==> config.mk <==
export PLATFORM = sky130hd
export DESIGN_NAME = mdma_ctrl
export DESIGN_NICKNAME = d
export VERILOG_FILES = /design/src/design/mdma_pkg.sv /design/src/design/mdma_arb.sv /design/src/design/mdma_ctrl.sv
export SDC_FILE = /design/constraint.sdc
export NUM_CORES = 1
export LEC_CHECK = 0
export ABC_CLOCK_PERIOD_IN_PS = 18250
export BUFFER_PORTS_ARGS = -buffer_cell sky130_fd_sc_hd__buf_2
export CAP_MARGIN = 20
export CORE_AREA = 2 2 261 263
export CTS_CLUSTER_DIAMETER = 50
export DETAILED_ROUTE_END_ITERATION = 10
export DIE_AREA = 0 0 263 265
export HOLD_SLACK_MARGIN = 0.05
export PLACE_DENSITY_LB_ADDON = 0.12
export SLEW_MARGIN = 30
export SYNTH_ARGS = -nofsm -noshare
export SYNTH_HDL_FRONTEND = slang
export SYNTH_SLANG_ARGS = --single-unit
==> constraint.sdc <==
create_clock -name clk -period 18.25 [get_ports clk]
set_clock_uncertainty 0.15 [all_clocks]
set_input_delay 0 -clock clk [delete_from_list [all_inputs] [get_ports clk]]
set_output_delay 0 -clock clk [all_outputs]
set_load 0.05 [all_outputs]
==> src/design/mdma_pkg.sv <==
// Shared constants for the multichannel DMA controller
package mdma_pkg;
    localparam int ADDR_W = 16;
    localparam int DATA_W = 16;
    localparam int TRIG_N = 82;
    localparam int TRIG_W = 7;
    localparam int CH_N = 4;
    // Data space regions
    localparam logic [15:0] SFR_LAST = 16'h0FFF;
    localparam logic [15:0] RAM_FIRST = 16'h1000;
    localparam logic [15:0] RAM_LAST = 16'h4FFF;
    // Register map, word offsets; channel block at CH_BASE + 8*ch
    localparam logic [7:0] OFF_LIM_LO = 8'h00;
    localparam logic [7:0] OFF_LIM_HI = 8'h01;
    localparam logic [7:0] OFF_STAT = 8'h02;
    localparam logic [7:0] OFF_MASK = 8'h03;
    localparam logic [7:0] CH_BASE = 8'h10;
    localparam logic [2:0] CH_CTRL = 3'h0;
    localparam logic [2:0] CH_SRC = 3'h1;
    localparam logic [2:0] CH_DST = 3'h2;
    localparam logic [2:0] CH_CNT = 3'h3;
    localparam logic [2:0] CH_TRIG = 3'h4;
    localparam logic [2:0] CH_LIVE = 3'h5;
    // Control field positions
    localparam int B_EN = 0;
    localparam int B_SIZE = 1;
    localparam int B_MODE = 2;
    localparam int B_SAM = 4;
    localparam int B_DAM = 6;
    localparam int B_RELOAD = 8;
    localparam int B_SPIA = 9;
    localparam int B_DPIA = 10;
    // Reset values: word size by default
    localparam logic [15:0] CTRL_RST = 16'h0002;
    localparam logic [15:0] LIM_LO_RST = 16'h1000;
    localparam logic [15:0] LIM_HI_RST = 16'h4FFF;
    typedef enum logic [1:0] {MD_ONE, MD_CONT, MD_REP_ONE, MD_REP_CONT} mdma_mode_t;
    typedef enum logic [1:0] {AM_FIX, AM_INC, AM_DEC, AM_RSV} mdma_am_t;
endpackage

==> src/design/mdma_arb.sv <==
// Fixed priority arbiter, lowest index wins
module mdma_arb #(
    parameter int N = 4
) (
    input wire logic [N-1:0] req,
    output logic [N-1:0] gnt,
    output logic any
);
    // Scan from the top so the lowest request is left standing
    always_comb begin
        gnt = '0;
        for (int i = N - 1; i >= 0; i--) begin
            if (req[i]) begin
                gnt = '0;
                gnt[i] = 1'b1;
            end
        end
        any = |req;
    end
endmodule

==> src/design/mdma_ctrl.sv <==
// Multichannel DMA controller core with register port and bus master
// How it works
// - Addresses span register and RAM regions
// - RAM accesses outside limits abort, interrupt
// - Per-channel byte/word size, word after reset
// - Byte mode: address LSB picks lane
// - Any of 82 triggers selectable, reversed
// - Trigger independent; completions chain channels
// - One-shot: one transfer per trigger
// - Continuous: one trigger runs full count
// - Repeated one-shot: per trigger until disabled
// - Repeated continuous: series per trigger, repeats
// - Optional reload of addresses and count
// - Fixed or block source and destination
// - Block addresses step up or down
// - Peripheral indirect: base plus peripheral offset
// - Priority arbitration among requesting channels
// - Channels configured and run independently
module mdma_ctrl #(
    parameter int N = mdma_pkg::CH_N
) (
    input wire logic clk,
    input wire logic resetn,
    input wire logic [7:0] reg_addr,
    input wire logic [15:0] reg_wdata,
    input wire logic reg_wr,
    input wire logic reg_rd,
    output logic [15:0] reg_rdata,
    input wire logic [mdma_pkg::TRIG_N-1:0] irq_src,
    input wire logic [N*8-1:0] pia_offset,
    output logic [mdma_pkg::ADDR_W-1:0] mem_addr,
    output logic mem_rd,
    output logic mem_wr,
    output logic [1:0] mem_be,
    output logic [mdma_pkg::DATA_W-1:0] mem_wdata,
    input wire logic [mdma_pkg::DATA_W-1:0] mem_rdata,
    output logic irq
);
    import mdma_pkg::*;
    typedef enum {ST_IDLE, ST_READ, ST_WRITE} mdma_st_t;

    logic [15:0] ctrl_reg [N];
    logic [15:0] src_reg [N];
    logic [15:0] dst_reg [N];
    logic [15:0] cnt_reg [N];
    logic [15:0] src0_reg [N];
    logic [15:0] dst0_reg [N];
    logic [15:0] cnt0_reg [N];
    logic [TRIG_W-1:0] tsel_reg [N];
    logic [N-1:0] run_reg;
    logic [N-1:0] done_pulse;
    logic [15:0] lim_lo_reg;
    logic [15:0] lim_hi_reg;
    logic [2*N-1:0] stat_reg;
    logic [2*N-1:0] mask_reg;
    logic [2*N-1:0] ev_set;
    logic [N-1:0] req;
    logic [N-1:0] gnt;
    logic any_req;
    mdma_st_t st_reg;
    logic [$clog2(N)-1:0] cur_reg;
    logic [15:0] data_reg;
    logic [15:0] ea_src;
    logic [15:0] ea_dst;
    logic limit_err;
    logic [$clog2(N)-1:0] gnt_idx;
    logic [7:0] rd_byte;
    logic [15:0] rd_value;
    logic [2*N-1:0] stat_clr;

    // Step an address per addressing mode
    function automatic logic [15:0] step_addr(input logic [15:0] a, input logic [1:0] am, input logic bsz);
        logic [15:0] d;
        d = bsz ? 16'h0001 : 16'h0002;
        case (mdma_am_t'(am))
            AM_INC: step_addr = a + d;
            AM_DEC: step_addr = a - d;
            default: step_addr = a;
        endcase
    endfunction

    // Check RAM access against protection limits
    function automatic logic out_of_lim(input logic [15:0] a, input logic [15:0] lo, input logic [15:0] hi);
        out_of_lim = (a >= RAM_FIRST) && ((a < lo) || (a > hi) || (a > RAM_LAST));
    endfunction

    // Reversed trigger numbering: selection 0 is the last source
    function automatic logic trig_hit(input logic [TRIG_N-1:0] s, input logic [TRIG_W-1:0] sel);
        trig_hit = (sel < TRIG_W'(TRIG_N)) ? s[TRIG_N - 1 - int'(sel)] : 1'b0;
    endfunction

    // Upper address bits of a channel's register block
    function automatic logic [4:0] ch_slot(input int ch);
        ch_slot = 5'((int'(CH_BASE) >> 3) + ch);
    endfunction

    mdma_arb #(.N(N)) u_arb (
        .req(req),
        .gnt(gnt),
        .any(any_req)
    );

    // Grant index and effective addresses of the current channel
    always_comb begin
        gnt_idx = '0;
        for (int i = N - 1; i >= 0; i--) begin
            if (gnt[i]) begin
                gnt_idx = i[$clog2(N)-1:0];
            end
        end
        ea_src = src_reg[cur_reg];
        ea_dst = dst_reg[cur_reg];
        if (ctrl_reg[cur_reg][B_SPIA]) begin
            ea_src = src_reg[cur_reg] + {8'h00, pia_offset[cur_reg*8 +: 8]};
        end
        if (ctrl_reg[cur_reg][B_DPIA]) begin
            ea_dst = dst_reg[cur_reg] + {8'h00, pia_offset[cur_reg*8 +: 8]};
        end
        limit_err = out_of_lim(ea_src, lim_lo_reg, lim_hi_reg) || out_of_lim(ea_dst, lim_lo_reg, lim_hi_reg);
    end

    // Requests: a running channel asks for the bus between beats
    always_comb begin
        for (int i = 0; i < N; i++) begin
            req[i] = run_reg[i] && ctrl_reg[i][B_EN] && (st_reg == ST_IDLE);
        end
    end

    // Transfer engine: read source then write destination
    always_ff @(posedge clk) begin
        if (!resetn) begin
            st_reg <= ST_IDLE;
            cur_reg <= '0;
            data_reg <= 16'h0000;
        end else begin
            case (st_reg)
                ST_IDLE: begin
                    if (any_req) begin
                        cur_reg <= gnt_idx;
                        st_reg <= ST_READ;
                    end
                end
                ST_READ: begin
                    if (limit_err) begin
                        st_reg <= ST_IDLE;
                    end else begin
                        data_reg <= ctrl_reg[cur_reg][B_SIZE] ? mem_rdata : {8'h00, rd_byte};
                        st_reg <= ST_WRITE;
                    end
                end
                ST_WRITE: st_reg <= ST_IDLE;
                default: st_reg <= ST_IDLE;
            endcase
        end
    end

    // Bus outputs; register space and RAM inside the limits are reachable in both directions
    always_comb begin
        mem_rd = (st_reg == ST_READ) && !limit_err;
        mem_wr = (st_reg == ST_WRITE);
        mem_addr = (st_reg == ST_WRITE) ? ea_dst : ea_src;
        if (ctrl_reg[cur_reg][B_SIZE]) begin
            mem_be = 2'b11;
        end else begin
            mem_be = mem_addr[0] ? 2'b10 : 2'b01;
        end
        mem_wdata = data_reg;
        if (!ctrl_reg[cur_reg][B_SIZE]) begin
            mem_wdata = ea_dst[0] ? {data_reg[7:0], 8'h00} : {8'h00, data_reg[7:0]};
        end
    end

    // Byte read lane picked by the source LSB
    assign rd_byte = ea_src[0] ? mem_rdata[15:8] : mem_rdata[7:0];

    // Per-channel state: triggers, counting, addressing, reload
    always_ff @(posedge clk) begin
        if (!resetn) begin
            run_reg <= '0;
            done_pulse <= '0;
            ev_set <= '0;
            for (int i = 0; i < N; i++) begin
                ctrl_reg[i] <= CTRL_RST;
                src_reg[i] <= 16'h0000;
                dst_reg[i] <= 16'h0000;
                cnt_reg[i] <= 16'h0000;
                src0_reg[i] <= 16'h0000;
                dst0_reg[i] <= 16'h0000;
                cnt0_reg[i] <= 16'h0000;
                tsel_reg[i] <= '0;
            end
        end else begin
            done_pulse <= '0;
            ev_set <= '0;
            for (int i = 0; i < N; i++) begin
                // Trigger hit: external source, or the previous channel's completion
                if (ctrl_reg[i][B_EN] && !run_reg[i] &&
                    (trig_hit(irq_src, tsel_reg[i]) || (i > 0 && tsel_reg[i] == TRIG_W'(TRIG_N) && done_pulse[(i+N-1)%N])))
                begin
                    run_reg[i] <= 1'b1;
                end
                if (!ctrl_reg[i][B_EN]) begin
                    run_reg[i] <= 1'b0;
                end
            end
            if (st_reg == ST_READ && limit_err) begin
                run_reg[cur_reg] <= 1'b0;
                ctrl_reg[cur_reg][B_EN] <= 1'b0;
                ev_set[N + int'(cur_reg)] <= 1'b1;
            end
            if (st_reg == ST_WRITE) begin
                src_reg[cur_reg] <= step_addr(src_reg[cur_reg], ctrl_reg[cur_reg][B_SAM +: 2],
                    !ctrl_reg[cur_reg][B_SIZE]);
                dst_reg[cur_reg] <= step_addr(dst_reg[cur_reg], ctrl_reg[cur_reg][B_DAM +: 2],
                    !ctrl_reg[cur_reg][B_SIZE]);
                cnt_reg[cur_reg] <= cnt_reg[cur_reg] - 16'h0001;
                case (mdma_mode_t'(ctrl_reg[cur_reg][B_MODE +: 2]))
                    MD_ONE, MD_REP_ONE: run_reg[cur_reg] <= 1'b0;
                    default: run_reg[cur_reg] <= (cnt_reg[cur_reg] > 16'h0001);
                endcase
                if (cnt_reg[cur_reg] <= 16'h0001) begin
                    done_pulse[cur_reg] <= 1'b1;
                    ev_set[cur_reg] <= 1'b1;
                    run_reg[cur_reg] <= 1'b0;
                    if (ctrl_reg[cur_reg][B_MODE +: 2] == 2'(MD_ONE) || ctrl_reg[cur_reg][B_MODE +: 2] == 2'(MD_CONT)) begin
                        ctrl_reg[cur_reg][B_EN] <= 1'b0;
                    end
                    if (ctrl_reg[cur_reg][B_RELOAD]) begin
                        src_reg[cur_reg] <= src0_reg[cur_reg];
                        dst_reg[cur_reg] <= dst0_reg[cur_reg];
                        cnt_reg[cur_reg] <= cnt0_reg[cur_reg];
                    end
                end
            end
            // Software writes to channel registers
            if (reg_wr && reg_addr >= CH_BASE) begin
                for (int i = 0; i < N; i++) begin
                    if (reg_addr[7:3] == ch_slot(i)) begin
                        case (reg_addr[2:0])
                            CH_CTRL: ctrl_reg[i] <= reg_wdata;
                            CH_SRC: begin src_reg[i] <= reg_wdata; src0_reg[i] <= reg_wdata; end
                            CH_DST: begin dst_reg[i] <= reg_wdata; dst0_reg[i] <= reg_wdata; end
                            CH_CNT: begin cnt_reg[i] <= reg_wdata; cnt0_reg[i] <= reg_wdata; end
                            CH_TRIG: tsel_reg[i] <= reg_wdata[TRIG_W-1:0];
                            default: ;
                        endcase
                    end
                end
            end
        end
    end

    // Limit registers and interrupt mask, written by software
    always_ff @(posedge clk) begin
        if (!resetn) begin
            lim_lo_reg <= LIM_LO_RST;
            lim_hi_reg <= LIM_HI_RST;
            mask_reg <= '0;
        end else if (reg_wr) begin
            case (reg_addr)
                OFF_LIM_LO: lim_lo_reg <= reg_wdata;
                OFF_LIM_HI: lim_hi_reg <= reg_wdata;
                OFF_MASK: mask_reg <= reg_wdata[2*N-1:0];
                default: ;
            endcase
        end
    end

    // Sticky status, write-one clear: low half completions, high half limit errors
    assign stat_clr = (reg_wr && reg_addr == OFF_STAT) ? reg_wdata[2*N-1:0] : '0;
    always_ff @(posedge clk) begin
        if (!resetn) begin
            stat_reg <= '0;
        end else begin
            stat_reg <= (stat_reg & ~stat_clr) | ev_set;
        end
    end

    // Level interrupt from the unmasked status bits
    always_ff @(posedge clk) begin
        if (!resetn) begin
            irq <= 1'b0;
        end else begin
            irq <= |(stat_reg & mask_reg);
        end
    end

    // Read mux: shared registers, then channel blocks; the live count sits apart from the start count
    always_comb begin
        rd_value = 16'h0000;
        case (reg_addr)
            OFF_LIM_LO: rd_value = lim_lo_reg;
            OFF_LIM_HI: rd_value = lim_hi_reg;
            OFF_STAT: rd_value = 16'(stat_reg);
            OFF_MASK: rd_value = 16'(mask_reg);
            default: ;
        endcase
        for (int i = 0; i < N; i++) begin
            if (reg_addr[7:3] == ch_slot(i)) begin
                case (reg_addr[2:0])
                    CH_CTRL: rd_value = ctrl_reg[i];
                    CH_SRC: rd_value = src0_reg[i];
                    CH_DST: rd_value = dst0_reg[i];
                    CH_CNT: rd_value = cnt0_reg[i];
                    CH_TRIG: rd_value = 16'(tsel_reg[i]);
                    CH_LIVE: rd_value = cnt_reg[i];
                    default: ;
                endcase
            end
        end
    end

    // Read data stand for the one cycle after the strobe
    always_ff @(posedge clk) begin
        if (!resetn) begin
            reg_rdata <= 16'h0000;
        end else begin
            reg_rdata <= reg_rd ? rd_value : 16'h0000;
        end
    end
endmodule

# [After elaboration in Yosys (flattened, before gate mapping)]
# Memories as Yosys holds them, arrays and structs flattened. A register that Yosys moved wholly into a read port is not among the register bits.
# Cells that the tools add are included.
[totals] register_bits=130 ram_bits=476 in_bits=158 wordCells=574 memories=8
[mem_list] memory="cnt0_reg" words=4 word_bits=16 rd=5 rd_ports_with_merged_regs=1 write_ports=4 line="mdma_ctrl.sv:48" rtl="logic [15:0] cnt0_reg [N];"
[mem_list] memory="cnt_reg" words=4 word_bits=16 rd=5 rd_ports_with_merged_regs=1 write_ports=5 line="mdma_ctrl.sv:45" rtl="logic [15:0] cnt_reg [N];"
[mem_list] memory="ctrl_reg" words=4 word_bits=16 rd=5 rd_ports_with_merged_regs=1 write_ports=5 line="mdma_ctrl.sv:42" rtl="logic [15:0] ctrl_reg [N];"
[mem_list] memory="dst0_reg" words=4 word_bits=16 rd=5 rd_ports_with_merged_regs=1 write_ports=4 line="mdma_ctrl.sv:47" rtl="logic [15:0] dst0_reg [N];"
[mem_list] memory="dst_reg" words=4 word_bits=16 rd=1 rd_ports_with_merged_regs=1 write_ports=5 line="mdma_ctrl.sv:44" rtl="logic [15:0] dst_reg [N];"
[mem_list] memory="src0_reg" words=4 word_bits=16 rd=5 rd_ports_with_merged_regs=1 write_ports=4 line="mdma_ctrl.sv:46" rtl="logic [15:0] src0_reg [N];"
[mem_list] memory="+2 memories"
[op_classes] n_addsub=12 magnitude_cmp=24 n_eq_ne=57 n_shift=1 n_mux=236 bitwise_logic=167 reduce_logical=57
[op_table] cell="$mux 16" count=45
[op_table] cell="$pmux 16 s6" count=4
[op_table] cell="$mux 1" count=130
[op_table] cell="$and 1x1->1" count=78
[op_table] cell="$eq 2x2->1 const B" count=35
[op_table] cell="$logic_not 32->1" count=2
[op_table] cell="$pmux 16 s2" count=2
[op_table] cell="$pmux 16 s4" count=1
[op_table] cell="$pmux 32 s2" count=1
[op_table] cell="$mux 8" count=6
[op_table] cell="$mux 2" count=22
[op_table] cell="$mux 4" count=11
[op_table] cell="$not 1->1" count=41
[op_table] cell="$or 1x1->1" count=37
[op_table] cell="$lt 8x9->1 const B" count=4
[op_table] cell="$add 16x8->16" count=2
[op_table] cell="$eq 32x1->1 const B" count=1
[op_table] cell="$eq 32x2->1 const B" count=1
[op_table] cell="$eq 32x3->1 const B" count=1
[op_table] cell="$ge 16x13->1 const B" count=2
[op_table] cell="$gt 16x15->1 const B" count=2
[op_table] cell="$gt 16x16->1" count=2
[op_table] cell="$lt 16x16->1" count=2
[op_table] cell="$mux 32" count=1
[op_table] cell="other kinds (51)" count=121

# [Longest topological paths before layout]
# An unclocked memory read counts as a cell.
[depth] depth_word=21 ltp_mapped=27 depth_no_buf=21

# [By module]
# A second synthesis with hierarchy kept.
[unflattened] cells_unflattened=3109 area_unflattened_um2=36099.6
[by_module_without_submodules] module="mdma_ctrl" instances=1 cells_per_inst=3104 area_each_um2=36059.6 seq_area_each_um2=16235.6
[by_module_without_submodules] module="mdma_arb" instances=1 cells_per_inst=5 area_each_um2=40.0 seq_area_each_um2=0.0

# [Least setup slack after synthesis]
# Ideal clock, no wire load.
[synth_timing] kind="register to register" start="reg with a tool-made name" end="mem src_reg[2][15] (data pin)" arrival_time_ns=5.561 required_ns=17.826 path_slack_ns=12.266 stages_incl_launch_ff=23 path_buffers=7 cell_sequence="dfxtp_1 buf_2 buf_2 buf_2 buf_4 clkbuf_1 clkbuf_1 clkbuf_1 mux4_2 inv_1 ha_1 nor2b_1 ha_1 nor2b_1 o21ai_0 a21boi_0 o31ai_1 a21oi_1 or3_1 a31o_2 and4_1 o31ai_1 o21bai_1"
[synth_rtl] item="to (decl)" line="mdma_ctrl.sv:43" rtl="logic [15:0] src_reg [N];"

==> results.md <==
* Vias in the first global route at roughly 30000
* Worst-Skew Late Latency at 0.66 ns
* I/O Pins at 211
* Critical-path top delay cell: dfxtp_4
* Register area share after synthesis at 44.7%
* DRC at 0
* Worst slack, placed at 11.83 ns
* Clk root buf: clkbuf_16
* # rows at 95
* Vias at approximately 30000
* Worst-Margin Slew at 1.04 ns
* Gate Count Post-Synth at 3171
* Global route overflow at 0
* Post-layout min period at approximately 7 ns
* CP required at 18.10 ns
* Area occupied by multi-input gates at 19100 sq um
* Max Clk Rate at 146 MHz
* Width of the die at 263 um
* Synthesized flop and latch total at around 580
* Critical path peak fanout at 48
* Nets at between 3000 and 4000
* Final setup vio count at 0
* WP buf/inv at 2
* Cell Chain, Critical Path: buf_4 -> mux4_2 -> ha_1 -> o21ai_0 -> a31oi_1 -> or2_2 -> nand4_1 -> xnor2_1 -> ha_1 -> a21o_1 -> a21oi_1 -> o21ai_0 -> o21ai_0 -> a31oi_1 -> o21a_1 -> nor2_4 -> buf_2
* Initial antenna violation count at 7
* Synth warn at 0
* Cts repair resizes at 0
* Sequential cell area at 16200 sq um
* CP Capture Type: output port
* CTS tree: built
* Largest net degree at the start of global routing at 65
* CP arrival at 6.72 ns
* Pwr Density at 86.7 nW/um^2
* Max-cap violations at 0
* Reg clk slew, reported paths at about 0.06 ns
* GP Congestion at 1.02
* HPWL after DPL at between 100000 and 150000 um
* Post-synth EDFFs at 472
* I/O Buffers at 210
* Full die area at 69700 sq um
* Status: complete, no violations
* Die height at between 200 and 300 um
* First-pass DRT Iterations at 9
* Antenna Violating Nets Remaining at 0
* Synth Net Count at 3452
* WL per Instance at 33.2 um
* RSZ-0062 raised after global routing: false
* Core area at 66800 sq um
* Async set-reset flop share out of synthesis at 0%
* Post-synthesis cell type count at 86
* Max Root-Sink Buffers at 3
* Via/cell ratio at 7.04
* Crit Path Class: flop to output port
* Initial Utilization at between 50% and 60%
* # fillers at 5408
* Drt initial violations at 4606
* Post-Route WL at between 100000 and 150000 um
* Area delta synth->final at 14.8%
* Layout cells sized above 1 at a little over a fifth
* Post-Syn Area at between 30000 and 40000 sq um
* Total GRT Usage at 40.8%
* H-tree Lvls at 3
* Period utilization at 37.7%
* Final hold viol count at 0
* Biggest cell delay along the critical path at 0.93 ns
* Top FF cell, synth: edfxtp_1
* Most used cell along the critical path: o21ai_0
* CP startpoint kind: flop
* CP top delay family: compound AO/OA/AOI/OAI gates
* Worst slew margin at 30.5%
* First-pass GRT wire length at 204000 um
* Max Slew Vio Count at 0
* Worst hold-check path type: input pin to flop
* Leakage at 16.2 nW
* Peak supply drop at approximately 0.000084 V
* Setup ws final at 11.38 ns
* Setup TNS at 0 ns
* Mapped Avg Cell Area at 11.5 sq um
* CTS Buf Count at 73
* Sink Count at between 500 and 600
[metrics by stage]
stage          power (mW)  cell area (sq um)  cells  hold WS (ns)  utilization, %
2_1_floorplan        1.84              36300   3171        0.0196               -
3_3_place_gp         2.02              38200   4110         0.140            57.2
3_5_place_dp         2.03              38300   4113         0.153            57.3
4_1_cts              3.60              41600   4316        0.0713            62.3
5_1_grt              3.70              41700   4320         0.133            62.5
6_report             3.62              41700   4322         0.112            62.5
[layout by cell type (no fill, tap or decap), types with 46 or more instances in the layout]
| master | n |
|---|---|
| mux4_2 | 226 |
| buf_2 | 209 |
| clkbuf_16 | 75 |
| a21o_1 | 137 |
| mux2i_1 | 75 |
| nand3_1 | 56 |
| a21oi_1 | 135 |
| inv_1 | 76 |
| dlygate4sd3_1 | 67 |
| ha_1 | 118 |
| nor2_1 | 194 |
| a31oi_1 | 46 |
| nand2_1 | 207 |
| edfxtp_1 | 472 |
| o21bai_1 | 69 |
| dfxtp_1 | 101 |
| buf_4 | 62 |
| o21ai_0 | 73 |
| nor3_1 | 49 |
| and2_1 | 281 |
| a22oi_1 | 105 |
[power by group]
part	switching [mW]	internal, mW	total [mW]
Sequential	0.0514	1.47	1.52
Combinational	0.321	0.196	0.516
Clock	0.622	0.960	1.58
[kinds of logic after synthesis]
logic type	Yosys count	synth area share [%]
adder cells (fa/ha/maj)	123	4.32
XOR/XNOR	67	1.61
multiplexers	338	17.2
buffers and inverters	286	3.16
flip-flops	575	44.7
AND/OR/NAND/NOR	984	14.0
AO/OA/AOI/OAI	798	15.0
[synth_stat cells (29+ instances only)]
cell type	number	area [sq um]
a21o_1	137	1030
a21oi_1	138	691
a22oi_1	105	788
a31oi_1	46	288
and2_1	281	1760
clkbuf_1	153	574
dfxtp_1	103	2060
edfxtp_1	472	14200
ha_1	119	1490
inv_1	76	285
mux2_2	36	405
mux2i_1	75	751
mux4_2	226	5090
nand2_1	209	785
nand2b_1	33	206
nand3_1	58	290
nor2_1	206	773
nor2b_1	29	181
nor3_1	53	265
o211ai_1	35	263
o21ai_0	88	440
o21bai_1	69	518
xnor2_1	40	350
[path summary, 6_finish.rpt]
path / startpoint / endpoint / slack (ns) / cells after the start
setup / recovery: flop / mem_rd / 11.38 / 17
hold / removal: reg_addr[6] / tsel_reg[1][2] / 0.11 / 5
setup reg to reg: flop / data_reg[8] / 11.52 / 18
hold reg to reg: ev_set[3] / stat_reg[3] / 0.29 / 2
[final cells by class]
| class | instances | share of cell area [%] |
|---|---|---|
| Antenna cell | 4 | 0.0240 |
| Clock buffer | 92 | 4.94 |
| Clock inverter | 44 | 1.49 |
| Tap cell | 873 | 2.62 |
| Inverter | 81 | 0.729 |
| Timing Repair Buffer | 343 | 5.39 |
| Multi-Input combinational cell | 2310 | 45.9 |
| Sequential cell | 575 | 38.9 |
[what timing repair did]
item,4_1_cts,5_1_grt
buffers inserted,0,0
hold endpoints to repair,432,0
hold buffers,67,0
[layer usage]
metal	track usage, %	part of all wire [%]	routed length, um
met3	8.51	11	16000
met4	25.2	7.6	11000
met2	63.8	45	64500
met1	52.4	36	51900
met5	0	0.0091	13
[worst min-delay path, delay by kind of cell]
family        cells  cell delay, ns
simple gates      4            0.54
buf+inv           1            0.15
Note: power is estimated with default switching activity, not from simulation.
